`src/tppg_cfg.svh`:
```
`ifndef TPPG_CFG_SVH
`define TPPG_CFG_SVH

`define TPPG_OFF_CTRL     8'h00
`define TPPG_OFF_CMPW     8'h04
`define TPPG_OFF_CMPN     8'h08
`define TPPG_OFF_CNT      8'h0C
`define TPPG_OFF_ISTAT    8'h10
`define TPPG_OFF_ICLR     8'h14
`define TPPG_OFF_IEN      8'h18

`define TPPG_CTRL_RST     32'h0000_0000
`define TPPG_CTRL_MASK    32'h000F_F3FF
`define TPPG_CMPW_RST     16'h0000
`define TPPG_CMPN_WID_RST 8'h01
`define TPPG_CMPN_PER_RST 8'hFF

`define TPPG_N_WID_MIN    8'h01
`define TPPG_N_PER_MIN    8'h02
`define TPPG_W_TOP        16'hFFFF
`define TPPG_N_TOP        16'h00FF

`define TPPG_NM_TGL       4'h0
`define TPPG_NM_TGL_CLR   4'h1
`define TPPG_NM_TGL_CAP   4'h2
`define TPPG_NM_TGL_BOTH  4'h3
`define TPPG_NM_PWM1      4'h4
`define TPPG_NM_PWM2      4'h8
`define TPPG_NM_PPG       4'hD

`define TPPG_PRS_16       4'h1
`define TPPG_PRS_32       4'h3
`define TPPG_PRS_64       4'h4
`define TPPG_PRS_128      4'h5
`define TPPG_PRS_256      4'h6
`define TPPG_PRS_512      4'h7
`define TPPG_PRS_EXT      4'hF

`define TPPG_IRQ_W_WID    0
`define TPPG_IRQ_W_PER    1
`define TPPG_IRQ_N_WID    2
`define TPPG_IRQ_N_PER    3

`endif

```
`src/tppg_pkg.sv`:
```
package tppg_pkg;

  typedef enum logic [1:0] {
    K_TGL     = 2'b00,
    K_TGL_CLR = 2'b01,
    K_PWM     = 2'b10,
    K_PPG     = 2'b11
  } tppg_kind_e;

  typedef struct packed {
    logic [11:0] rsvd_hi;
    logic [3:0]  prs;
    logic [3:0]  nmode;
    logic [1:0]  rsvd_lo;
    logic [1:0]  wmode;
    logic        n_port;
    logic        w_port;
    logic        n_alv;
    logic        n_oes;
    logic        w_alv;
    logic        w_oes;
    logic        n_cen;
    logic        w_cen;
  } tppg_ctrl_s;

  typedef struct packed {
    logic [15:0] cnt;
    logic        act;
  } tppg_chan_s;

  typedef struct packed {
    tppg_chan_s c;
    logic       wm;
    logic       pm;
  } tppg_step_s;

  typedef struct packed {
    tppg_ctrl_s  ctrl;
    logic [15:0] w_wid;
    logic [15:0] w_per;
    logic [7:0]  n_wid;
    logic [7:0]  n_per;
    tppg_chan_s  w;
    tppg_chan_s  n;
    logic [8:0]  div;
    logic        ext_s1;
    logic        ext_s2;
    logic        ext_s3;
    logic [3:0]  ist;
    logic [3:0]  ien;
    logic        dp_wr;
    logic [7:0]  dp_addr;
    logic [31:0] rdata;
    logic        w_pin;
    logic        n_pin;
  } tppg_state_s;

endpackage

```
`src/tppg_top.sv`:
```
// The implementer's own choices: the AHB-Lite slave port and the placing of the registers.
`timescale 1ns/1ps
`include "tppg_cfg.svh"

module tppg_top
  import tppg_pkg::*;
(
  input  wire logic        hclk,
  input  wire logic        hresetn,
  input  wire logic        ce,
  input  wire logic        hsel,
  input  wire logic [31:0] haddr,
  input  wire logic [1:0]  htrans,
  input  wire logic        hwrite,
  input  wire logic [2:0]  hsize,
  input  wire logic [31:0] hwdata,
  input  wire logic        hready,
  output logic             hreadyout,
  output logic [31:0]      hrdata,
  output logic             hresp,
  input  wire logic        ext_clk_in,
  output logic             wide_pulse_out,
  output logic             wide_pulse_oe,
  output logic             narrow_pulse_out,
  output logic             narrow_pulse_oe,
  output logic             irq
);

  tppg_state_s s_q;
  tppg_state_s s_d;
  tppg_step_s  ws;
  tppg_step_s  ns;
  logic        ext_edge;
  logic        ntick;
  logic [3:0]  set_ev;
  logic [3:0]  clr;
  logic        hsize_unused;

  function automatic logic presc_tick(input logic [3:0] sel, input logic [8:0] div,
                                      input logic ext);
    presc_tick = 1'b0;
    if (sel == `TPPG_PRS_16) begin
      presc_tick = &div[3:0];
    end else if (sel == `TPPG_PRS_32) begin
      presc_tick = &div[4:0];
    end else if (sel == `TPPG_PRS_64) begin
      presc_tick = &div[5:0];
    end else if (sel == `TPPG_PRS_128) begin
      presc_tick = &div[6:0];
    end else if (sel == `TPPG_PRS_256) begin
      presc_tick = &div[7:0];
    end else if (sel == `TPPG_PRS_512) begin
      presc_tick = &div[8:0];
    end else if (sel == `TPPG_PRS_EXT) begin
      presc_tick = ext;
    end
  endfunction

  function automatic logic mode_ok(input logic [3:0] m);
    mode_ok = (m == `TPPG_NM_TGL) || (m == `TPPG_NM_TGL_CLR) || (m == `TPPG_NM_TGL_CAP) ||
              (m == `TPPG_NM_TGL_BOTH) || (m == `TPPG_NM_PWM1) || (m == `TPPG_NM_PWM2) ||
              (m == `TPPG_NM_PPG);
  endfunction

  // Capture is not built, so the capture-clear settings behave as their plain counterparts.
  function automatic tppg_kind_e narrow_kind(input logic [3:0] m);
    narrow_kind = K_TGL;
    if (m == `TPPG_NM_TGL_CLR || m == `TPPG_NM_TGL_BOTH) begin
      narrow_kind = K_TGL_CLR;
    end else if (m == `TPPG_NM_PWM1 || m == `TPPG_NM_PWM2) begin
      narrow_kind = K_PWM;
    end else if (m == `TPPG_NM_PPG) begin
      narrow_kind = K_PPG;
    end
  endfunction

  // One counter step; the wide and narrow counters share it, the narrow one with top FFH.
  function automatic tppg_step_s chan_step(input tppg_chan_s c, input logic en,
                                           input logic tick, input tppg_kind_e k,
                                           input logic [15:0] wv, input logic [15:0] pv,
                                           input logic [15:0] top);
    tppg_step_s r;
    logic       clr_hit;
    r.c     = c;
    r.wm    = 1'b0;
    r.pm    = 1'b0;
    clr_hit = 1'b0;
    if (!en) begin
      r.c.cnt = 16'h0000;
      r.c.act = (k == K_PWM) || (k == K_PPG);
    end else if (tick) begin
      clr_hit = ((k == K_TGL_CLR) || (k == K_PPG)) && (c.cnt == pv);
      r.c.cnt = (clr_hit || (c.cnt == top)) ? 16'h0000 : c.cnt + 16'h0001;
      // A match is taken as the counter arrives at a value, so a width of n spans n counts.
      r.wm = (r.c.cnt == wv);
      r.pm = (r.c.cnt == pv);
      case (k)
        K_TGL, K_TGL_CLR: begin
          if (r.wm) begin
            r.c.act = ~c.act;
          end
        end
        K_PWM: begin
          if (c.cnt == top) begin
            r.c.act = 1'b1;
          end
          if (r.wm) begin
            r.c.act = 1'b0;
          end
        end
        default: begin
          if (clr_hit) begin
            r.c.act = 1'b1;
          end
          if (r.wm) begin
            r.c.act = 1'b0;
          end
        end
      endcase
    end
    chan_step = r;
  endfunction

  function automatic logic pin_level(input logic oes, input logic act, input logic en,
                                     input logic alv);
    pin_level = oes ? ((act & en) ^ alv) : alv;
  endfunction

  function automatic logic [31:0] rd_mux(input tppg_state_s s, input logic [7:0] a);
    rd_mux = 32'h0000_0000;
    if (a == `TPPG_OFF_CTRL) begin
      rd_mux = s.ctrl;
    end else if (a == `TPPG_OFF_CMPW) begin
      rd_mux = {s.w_per, s.w_wid};
    end else if (a == `TPPG_OFF_CMPN) begin
      rd_mux = {16'h0000, s.n_per, s.n_wid};
    end else if (a == `TPPG_OFF_CNT) begin
      rd_mux = {6'h00, s.n_pin, s.w_pin, s.n.cnt[7:0], s.w.cnt};
    end else if (a == `TPPG_OFF_ISTAT) begin
      rd_mux = {28'h0000000, s.ist};
    end else if (a == `TPPG_OFF_IEN) begin
      rd_mux = {28'h0000000, s.ien};
    end
  endfunction

  always_comb begin
    s_d = s_q;
    hsize_unused = |hsize;
    ext_edge = s_q.ext_s2 & ~s_q.ext_s3;
    ntick = presc_tick(s_q.ctrl.prs, s_q.div, ext_edge);
    ws = chan_step(s_q.w, s_q.ctrl.w_cen, 1'b1, tppg_kind_e'(s_q.ctrl.wmode),
                   s_q.w_wid, s_q.w_per, `TPPG_W_TOP);
    ns = chan_step(s_q.n, s_q.ctrl.n_cen, ntick, narrow_kind(s_q.ctrl.nmode),
                   {8'h00, s_q.n_wid}, {8'h00, s_q.n_per}, `TPPG_N_TOP);
    s_d.w = ws.c;
    s_d.n = ns.c;
    // Clearing the divider while stopped makes the first count clock land at a fixed place.
    s_d.div = s_q.ctrl.n_cen ? s_q.div + 9'h001 : 9'h000;
    s_d.ext_s1 = ext_clk_in;
    s_d.ext_s2 = s_q.ext_s1;
    s_d.ext_s3 = s_q.ext_s2;
    set_ev = 4'h0;
    set_ev[`TPPG_IRQ_W_WID] = ws.wm;
    set_ev[`TPPG_IRQ_W_PER] = ws.pm;
    set_ev[`TPPG_IRQ_N_WID] = ns.wm;
    set_ev[`TPPG_IRQ_N_PER] = ns.pm;
    clr = 4'h0;
    if (s_q.dp_wr) begin
      if (s_q.dp_addr == `TPPG_OFF_CTRL) begin
        s_d.ctrl = tppg_ctrl_s'(hwdata & `TPPG_CTRL_MASK);
        if (!mode_ok(hwdata[15:12])) begin
          s_d.ctrl.nmode = s_q.ctrl.nmode;
        end
      end else if (s_q.dp_addr == `TPPG_OFF_CMPW) begin
        s_d.w_wid = hwdata[15:0];
        s_d.w_per = hwdata[31:16];
      end else if (s_q.dp_addr == `TPPG_OFF_CMPN) begin
        if (hwdata[7:0] >= `TPPG_N_WID_MIN) begin
          s_d.n_wid = hwdata[7:0];
        end
        if (hwdata[15:8] >= `TPPG_N_PER_MIN) begin
          s_d.n_per = hwdata[15:8];
        end
      end else if (s_q.dp_addr == `TPPG_OFF_ICLR) begin
        clr = hwdata[3:0];
      end else if (s_q.dp_addr == `TPPG_OFF_IEN) begin
        s_d.ien = hwdata[3:0];
      end
    end
    // A match in the same cycle as its clear keeps the flag set.
    s_d.ist = (s_q.ist & ~clr) | set_ev;
    s_d.dp_wr = 1'b0;
    if (hsel && htrans[1] && hready) begin
      s_d.dp_wr = hwrite;
      s_d.dp_addr = haddr[7:0];
      if (!hwrite) begin
        s_d.rdata = rd_mux(s_q, haddr[7:0]);
      end
    end
    s_d.w_pin = pin_level(s_d.ctrl.w_oes, s_d.w.act, s_d.ctrl.w_cen, s_d.ctrl.w_alv);
    s_d.n_pin = pin_level(s_d.ctrl.n_oes, s_d.n.act, s_d.ctrl.n_cen, s_d.ctrl.n_alv);
  end

  always_ff @(posedge hclk or negedge hresetn) begin
    if (!hresetn) begin
      s_q       <= '0;
      s_q.ctrl  <= tppg_ctrl_s'(`TPPG_CTRL_RST);
      s_q.w_wid <= `TPPG_CMPW_RST;
      s_q.w_per <= `TPPG_CMPW_RST;
      s_q.n_wid <= `TPPG_CMPN_WID_RST;
      s_q.n_per <= `TPPG_CMPN_PER_RST;
    end else if (ce) begin
      s_q <= s_d;
    end
  end

  // Holding hready low while the clock enable is low keeps bus transfers from being lost.
  assign hreadyout        = ce;
  assign hresp            = 1'b0;
  assign hrdata           = s_q.rdata;
  assign irq              = |(s_q.ist & s_q.ien);
  assign wide_pulse_out   = s_q.w_pin;
  assign narrow_pulse_out = s_q.n_pin;
  assign wide_pulse_oe    = s_q.ctrl.w_port;
  assign narrow_pulse_oe  = s_q.ctrl.n_port;

  logic w_ppg;
  logic n_ppg;
  logic n_pwm;
  assign w_ppg = (s_q.ctrl.wmode == K_PPG) && s_q.ctrl.w_cen;
  assign n_ppg = (narrow_kind(s_q.ctrl.nmode) == K_PPG) && s_q.ctrl.n_cen;
  assign n_pwm = (narrow_kind(s_q.ctrl.nmode) == K_PWM) && s_q.ctrl.n_cen;
endmodule // tppg_top
```
`config.mk`:
```
export PLATFORM = sky130hd
export DESIGN_NAME = tppg_top
export DESIGN_NICKNAME = d
export VERILOG_FILES = /design/src/tppg_pkg.sv /design/src/tppg_top.sv
export VERILOG_INCLUDE_DIRS = /design/src
export SDC_FILE = /design/constraint.sdc
export NUM_CORES = 1
export LEC_CHECK = 0
export BUFFER_PORTS_ARGS = -buffer_cell sky130_fd_sc_hd__buf_2
export CAP_MARGIN = 5
export CORE_MARGIN = 2
export CORE_UTILIZATION = 60
export DETAILED_ROUTE_END_ITERATION = 7
export GPL_TIMING_DRIVEN = 0
export PLACE_DENSITY = 0.87
export SLEW_MARGIN = 20
export SYNTH_ARGS = -nofsm -noshare
export SYNTH_HDL_FRONTEND = slang
export SYNTH_SLANG_ARGS = --single-unit
```
`constraint.sdc`:
```
create_clock -name hclk -period 4.15 [get_ports hclk]
set_input_delay 0.415 -clock hclk [delete_from_list [all_inputs] [get_ports hclk]]
set_output_delay 0.415 -clock hclk [all_outputs]
set_load 0.02 [all_outputs]
```
==> impl_results.html <==
<table>
<tr><th>Metric</th><th>Value</th></tr>
<tr><th colspan="2">Synthesis</th></tr>
<tr><td>Average cell area after synthesis</td><td>8.74 µm²</td></tr>
<tr><td>Synthesized netlist net count</td><td>between 1000 and 1500</td></tr>
<tr><td>Total of warnings raised by yosys</td><td>0</td></tr>
<tr><td>Synthesis-stage register bit count</td><td>about 160</td></tr>
<tr><td>Summed instance area of the synthesized netlist</td><td>10400 µm²</td></tr>
<tr><td>Primary FF master, synth</td><td>sky130_fd_sc_hd__dfrtp_1</td></tr>
<tr><td>Post-synth EDFFs</td><td>0</td></tr>
<tr><td>Gate count of the mapped netlist</td><td>1186</td></tr>
<tr><td>Number of distinct library cells after synthesis</td><td>slightly below 80</td></tr>
<tr><td>Share of synthesized area occupied by flip-flops and latches</td><td>39.4%</td></tr>
<tr><td>Async set-or-reset flop fraction in the synthesized netlist</td><td>between 90% and 100%</td></tr>
<tr><th colspan="2">STA</th></tr>
<tr><td>Tcrit/Tclk final</td><td>between 90% and 100%</td></tr>
<tr><td>Max-slew violation total from the final report</td><td>0</td></tr>
<tr><td>Worst-Margin Slew</td><td>1040 ps</td></tr>
<tr><td>Normalized max-slew margin</td><td>between 20 and 30%</td></tr>
<tr><td>Setup violators final</td><td>0</td></tr>
<tr><td>Number of hold-slack violations in the final timing report</td><td>0</td></tr>
<tr><td>Clock period minus worst slack</td><td>3840 ps</td></tr>
<tr><td>Min Hold Slack</td><td>~200 ps</td></tr>
<tr><td>RSZ-0062 raised after global routing</td><td>false</td></tr>
<tr><td>Total negative setup slack</td><td>0 ps</td></tr>
<tr><td>Layout Skew</td><td>between 9 and 10 ps</td></tr>
<tr><td>Max Clock Freq</td><td>~260 MHz</td></tr>
<tr><td>Final worst setup slack</td><td>309 ps</td></tr>
<tr><th colspan="2">Power and ir drop</th></tr>
<tr><td>Overall power consumption</td><td>3.93 mW</td></tr>
<tr><td>Total power divided by cell area</td><td>336 nW/µm²</td></tr>
<tr><td>Worst vdd rail ir drop</td><td>0.367 mV</td></tr>
<tr><td>Leakage Power</td><td>roughly 5.2 nW</td></tr>
<tr><th colspan="2">Floorplan</th></tr>
<tr><td>Effective utilization at floorplan</td><td>between 60% and 70%</td></tr>
<tr><td>Die boundary height</td><td>135 µm</td></tr>
<tr><td>Floorplan core area</td><td>17100 µm²</td></tr>
<tr><td>I/O pin count</td><td>115</td></tr>
<tr><td>Die width</td><td>135 µm</td></tr>
<tr><td>DIE AREA</td><td>18300 µm²</td></tr>
<tr><td>Num rows</td><td>48</td></tr>
<tr><th colspan="2">Detailed routing</th></tr>
<tr><td>Routed WL</td><td>32800 µm</td></tr>
<tr><td>Routed Antenna Nets</td><td>0</td></tr>
<tr><td>Via count</td><td>9991</td></tr>
<tr><td>Number of design rule violations left after detail routing</td><td>11</td></tr>
<tr><td>Routed length on met1</td><td>13000 µm</td></tr>
<tr><td>Met2 wire length</td><td>14600 µm</td></tr>
<tr><td>First-pass iteration count of the detailed router</td><td>8</td></tr>
<tr><td>Highest Signal Layer</td><td>met4</td></tr>
<tr><td>Vias per inst</td><td>6.53</td></tr>
<tr><td>Post-DR wirelength/cell</td><td>about 21 µm</td></tr>
<tr><td>Met3 wire len</td><td>approximately 3800 µm</td></tr>
<tr><td>Starting DRC count in detailed routing</td><td>1372</td></tr>
<tr><th colspan="2">Clocking</th></tr>
<tr><td>Total CTS buffers</td><td>17</td></tr>
<tr><td>Clock Latency Late Sink</td><td>440 ps</td></tr>
<tr><td>Max Root-Sink Buffers</td><td>2</td></tr>
<tr><td>Hold buffer count at cts</td><td>1</td></tr>
<tr><td>Post_cts resized</td><td>0</td></tr>
<tr><td>Setup fix buffers added after clock tree synthesis</td><td>0</td></tr>
<tr><td>Clock transition time at the flip-flop clock pins of the worst setup and hold paths</td><td>around 70 ps</td></tr>
<tr><td>CTS root buffer</td><td>sky130_fd_sc_hd__clkbuf_16</td></tr>
<tr><td>Clock tree from TritonCTS</td><td>built</td></tr>
<tr><td>CTS H-Tree Depth</td><td>4</td></tr>
<tr><td>Sink Count</td><td>163</td></tr>
<tr><th colspan="2">Finish</th></tr>
<tr><td>Commonest cells after routing, fill and taps aside</td><td>sky130_fd_sc_hd__nand2_1, sky130_fd_sc_hd__dfrtp_1, sky130_fd_sc_hd__buf_2, sky130_fd_sc_hd__o21ai_0, sky130_fd_sc_hd__nor2_1</td></tr>
<tr><td>Final Net Count</td><td>1372</td></tr>
<tr><td>Total of fill cells in the finished design</td><td>1397</td></tr>
<tr><td>Share of post-route cells with drive strength above 1</td><td>roughly a fifth</td></tr>
<tr><td>Most common library cell in the layout ignoring fill and taps</td><td>sky130_fd_sc_hd__nand2_1</td></tr>
<tr><td># diodes</td><td>0</td></tr>
<tr><td>Area Growth Syn to Fin</td><td>12.9%</td></tr>
<tr><th colspan="2">Global routing</th></tr>
<tr><td>Antenna violations before repair</td><td>0</td></tr>
<tr><td>Pin count of the biggest net entering global routing</td><td>84</td></tr>
<tr><td>Wire length of the first global-routing pass</td><td>51200 µm</td></tr>
<tr><td>GR Util All Layers</td><td>36.7%</td></tr>
<tr><td>Via count of the first global-routing pass</td><td>9324</td></tr>
<tr><td>Total grt overflow</td><td>0</td></tr>
<tr><th colspan="2">Critical path</th></tr>
<tr><td>Critical path class</td><td>reg2reg</td></tr>
<tr><td>Type of origin of the critical path</td><td>flip-flop</td></tr>
<tr><td>Worst EP arrival</td><td>4150 ps</td></tr>
<tr><td>Delay of the slowest critical-path stage</td><td>~570 ps</td></tr>
<tr><td>Critical path peak fanout</td><td>10</td></tr>
<tr><td>FF-to-FF setup slack</td><td>310 ps</td></tr>
<tr><td>Category of the worst setup path capture point</td><td>flip-flop</td></tr>
<tr><td>Cell breakdown of the critical path</td><td>clkbuf_1, xnor2_1, nand4_1, or4_1, buf_2, o21a_2, buf_6, a211oi_1, or4b_4, mux2i_1, o311ai_1</td></tr>
<tr><td>Cell with the biggest individual delay on the critical path</td><td>sky130_fd_sc_hd__or4b_4</td></tr>
<tr><td>Required time at the worst-slack endpoint</td><td>4460 ps</td></tr>
<tr><th colspan="2">Status</th></tr>
<tr><td>Failing checks</td><td>DRC</td></tr>
<tr><td>Run status</td><td>finished, violations left</td></tr>
<tr><th colspan="2">Place</th></tr>
<tr><td>HPWL Detailed</td><td>24200 µm</td></tr>
<tr><td>Routability Congestion</td><td>1.01</td></tr>
<tr><td>Buffers added on ports</td><td>82</td></tr>
<tr><td>Dpl ws</td><td>478 ps</td></tr>
<tr><th colspan="2">Worst hold path</th></tr>
<tr><td>Type of the most critical hold path</td><td>in2reg</td></tr>
<tr><th colspan="2">Run</th></tr>
<tr><td>Max Cap Violations</td><td>0</td></tr>
</table>
==> cell families after synthesis <==
logic type | synth area share [%]
buffers and inverters | 6.87
and+or+nand+nor | 22.4
adders and majority gates | 0.603
other | 0.0362
AOI/OAI and AO/OA | 17.6
muxes | 6.41
DFF | 39.4
xor gates and xnor gates | 6.65
==> cells in the mapped netlist, types with 7 or more instances <==
cell type | count | share of area [%]
sky130_fd_sc_hd__a21oi_1 | 33 | 1.6
sky130_fd_sc_hd__a222oi_1 | 13 | 1.3
sky130_fd_sc_hd__a22oi_1 | 10 | 0.72
sky130_fd_sc_hd__a31oi_1 | 21 | 1.3
sky130_fd_sc_hd__and3_1 | 10 | 0.60
sky130_fd_sc_hd__buf_2 | 17 | 0.82
sky130_fd_sc_hd__buf_4 | 34 | 2.5
sky130_fd_sc_hd__clkbuf_1 | 57 | 2.1
sky130_fd_sc_hd__dfrtp_1 | 154 | 37
sky130_fd_sc_hd__dfstp_2 | 9 | 2.3
sky130_fd_sc_hd__inv_1 | 25 | 0.91
sky130_fd_sc_hd__mux2_2 | 43 | 4.7
sky130_fd_sc_hd__mux2i_1 | 18 | 1.7
sky130_fd_sc_hd__nand2_1 | 200 | 7.2
sky130_fd_sc_hd__nand2b_1 | 11 | 0.66
sky130_fd_sc_hd__nand3_1 | 48 | 2.3
sky130_fd_sc_hd__nand3b_1 | 7 | 0.51
sky130_fd_sc_hd__nand4_1 | 19 | 1.1
sky130_fd_sc_hd__nor2_1 | 76 | 2.8
sky130_fd_sc_hd__nor2b_1 | 11 | 0.66
sky130_fd_sc_hd__nor3_1 | 21 | 1.0
sky130_fd_sc_hd__nor4_1 | 12 | 0.72
sky130_fd_sc_hd__o21ai_0 | 85 | 4.1
sky130_fd_sc_hd__o22ai_1 | 7 | 0.42
sky130_fd_sc_hd__o2bb2ai_1 | 7 | 0.59
sky130_fd_sc_hd__o31ai_1 | 25 | 1.8
sky130_fd_sc_hd__o41ai_1 | 10 | 0.84
sky130_fd_sc_hd__xnor2_1 | 39 | 3.3
sky130_fd_sc_hd__xor2_1 | 32 | 2.7
==> worst max-delay path, delay by kind of cell (launching register included) <==
family / cells / cell delay, ps
AOI/OAI and AO/OA: 3 / 930
xor gates and xnor gates: 1 / 180
buffers and inverters: 3 / 720
DFF: 1 / 520
muxes: 1 / 180
and+or+nand+nor: 3 / 1190
==> sequential cells by signal (all words and copies together), names as in the netlist <==
register          count
s_q                 125
s_d                   2
narrow_pulse_out      1
narrow_pulse_oe       1
hrdata               32
wide_pulse_oe         1
wide_pulse_out        1
==> worst paths after layout <==
path / start / cells after the start / endpoint
max in group asynchronous: hresetn / 3 / s_q[103]
worst min register to register: hrdata[26] / 2 / hrdata[26]
min in group asynchronous: hresetn / 2 / s_q[75]
worst max-delay path: s_q[99] / 11 / narrow_pulse_out
worst max register to register: s_q[99] / 11 / narrow_pulse_out
worst min-delay path: hwdata[19] / 3 / s_q[164]
==> area by class of cell <==
type	count	area (µm²)	share of cell area [%]
well taps	225	282	2.40
clock inverters	15	154	1.31
multi-input cells	883	5580	47.6
plain buffers	115	618	5.28
repair buffers	86	468	4.00
clock buffers	17	425	3.63
flip-flops and latches	163	4090	34.9
inverters	25	93.8	0.801
==> through the flow <==
step / util, % / instance area, µm² / std cells
2_1_floorplan: - / 10400 / 1186
3_3_place_gp: 64.6 / 11100 / 1493
3_5_place_dp: 65.0 / 11100 / 1496
4_1_cts: 68.4 / 11700 / 1529
5_1_grt: 68.4 / 11700 / 1529
6_report: 68.4 / 11700 / 1529
==> layer usage <==
metal	up-vias	global-route usage (%)
li1	4449	-
met1	4775	50.1
met2	646	55.7
met3	121	10.1
met4	0	14.8
met5	-	0
==> power breakdown <==
part / internal, mW / switching, mW / total (mW)
logic: 0.237 / 0.318 / 0.556
clock network: 0.843 / 0.733 / 1.58
registers: 1.69 / 0.112 / 1.80
No activity file was read; power rests on OpenSTA's default activity.
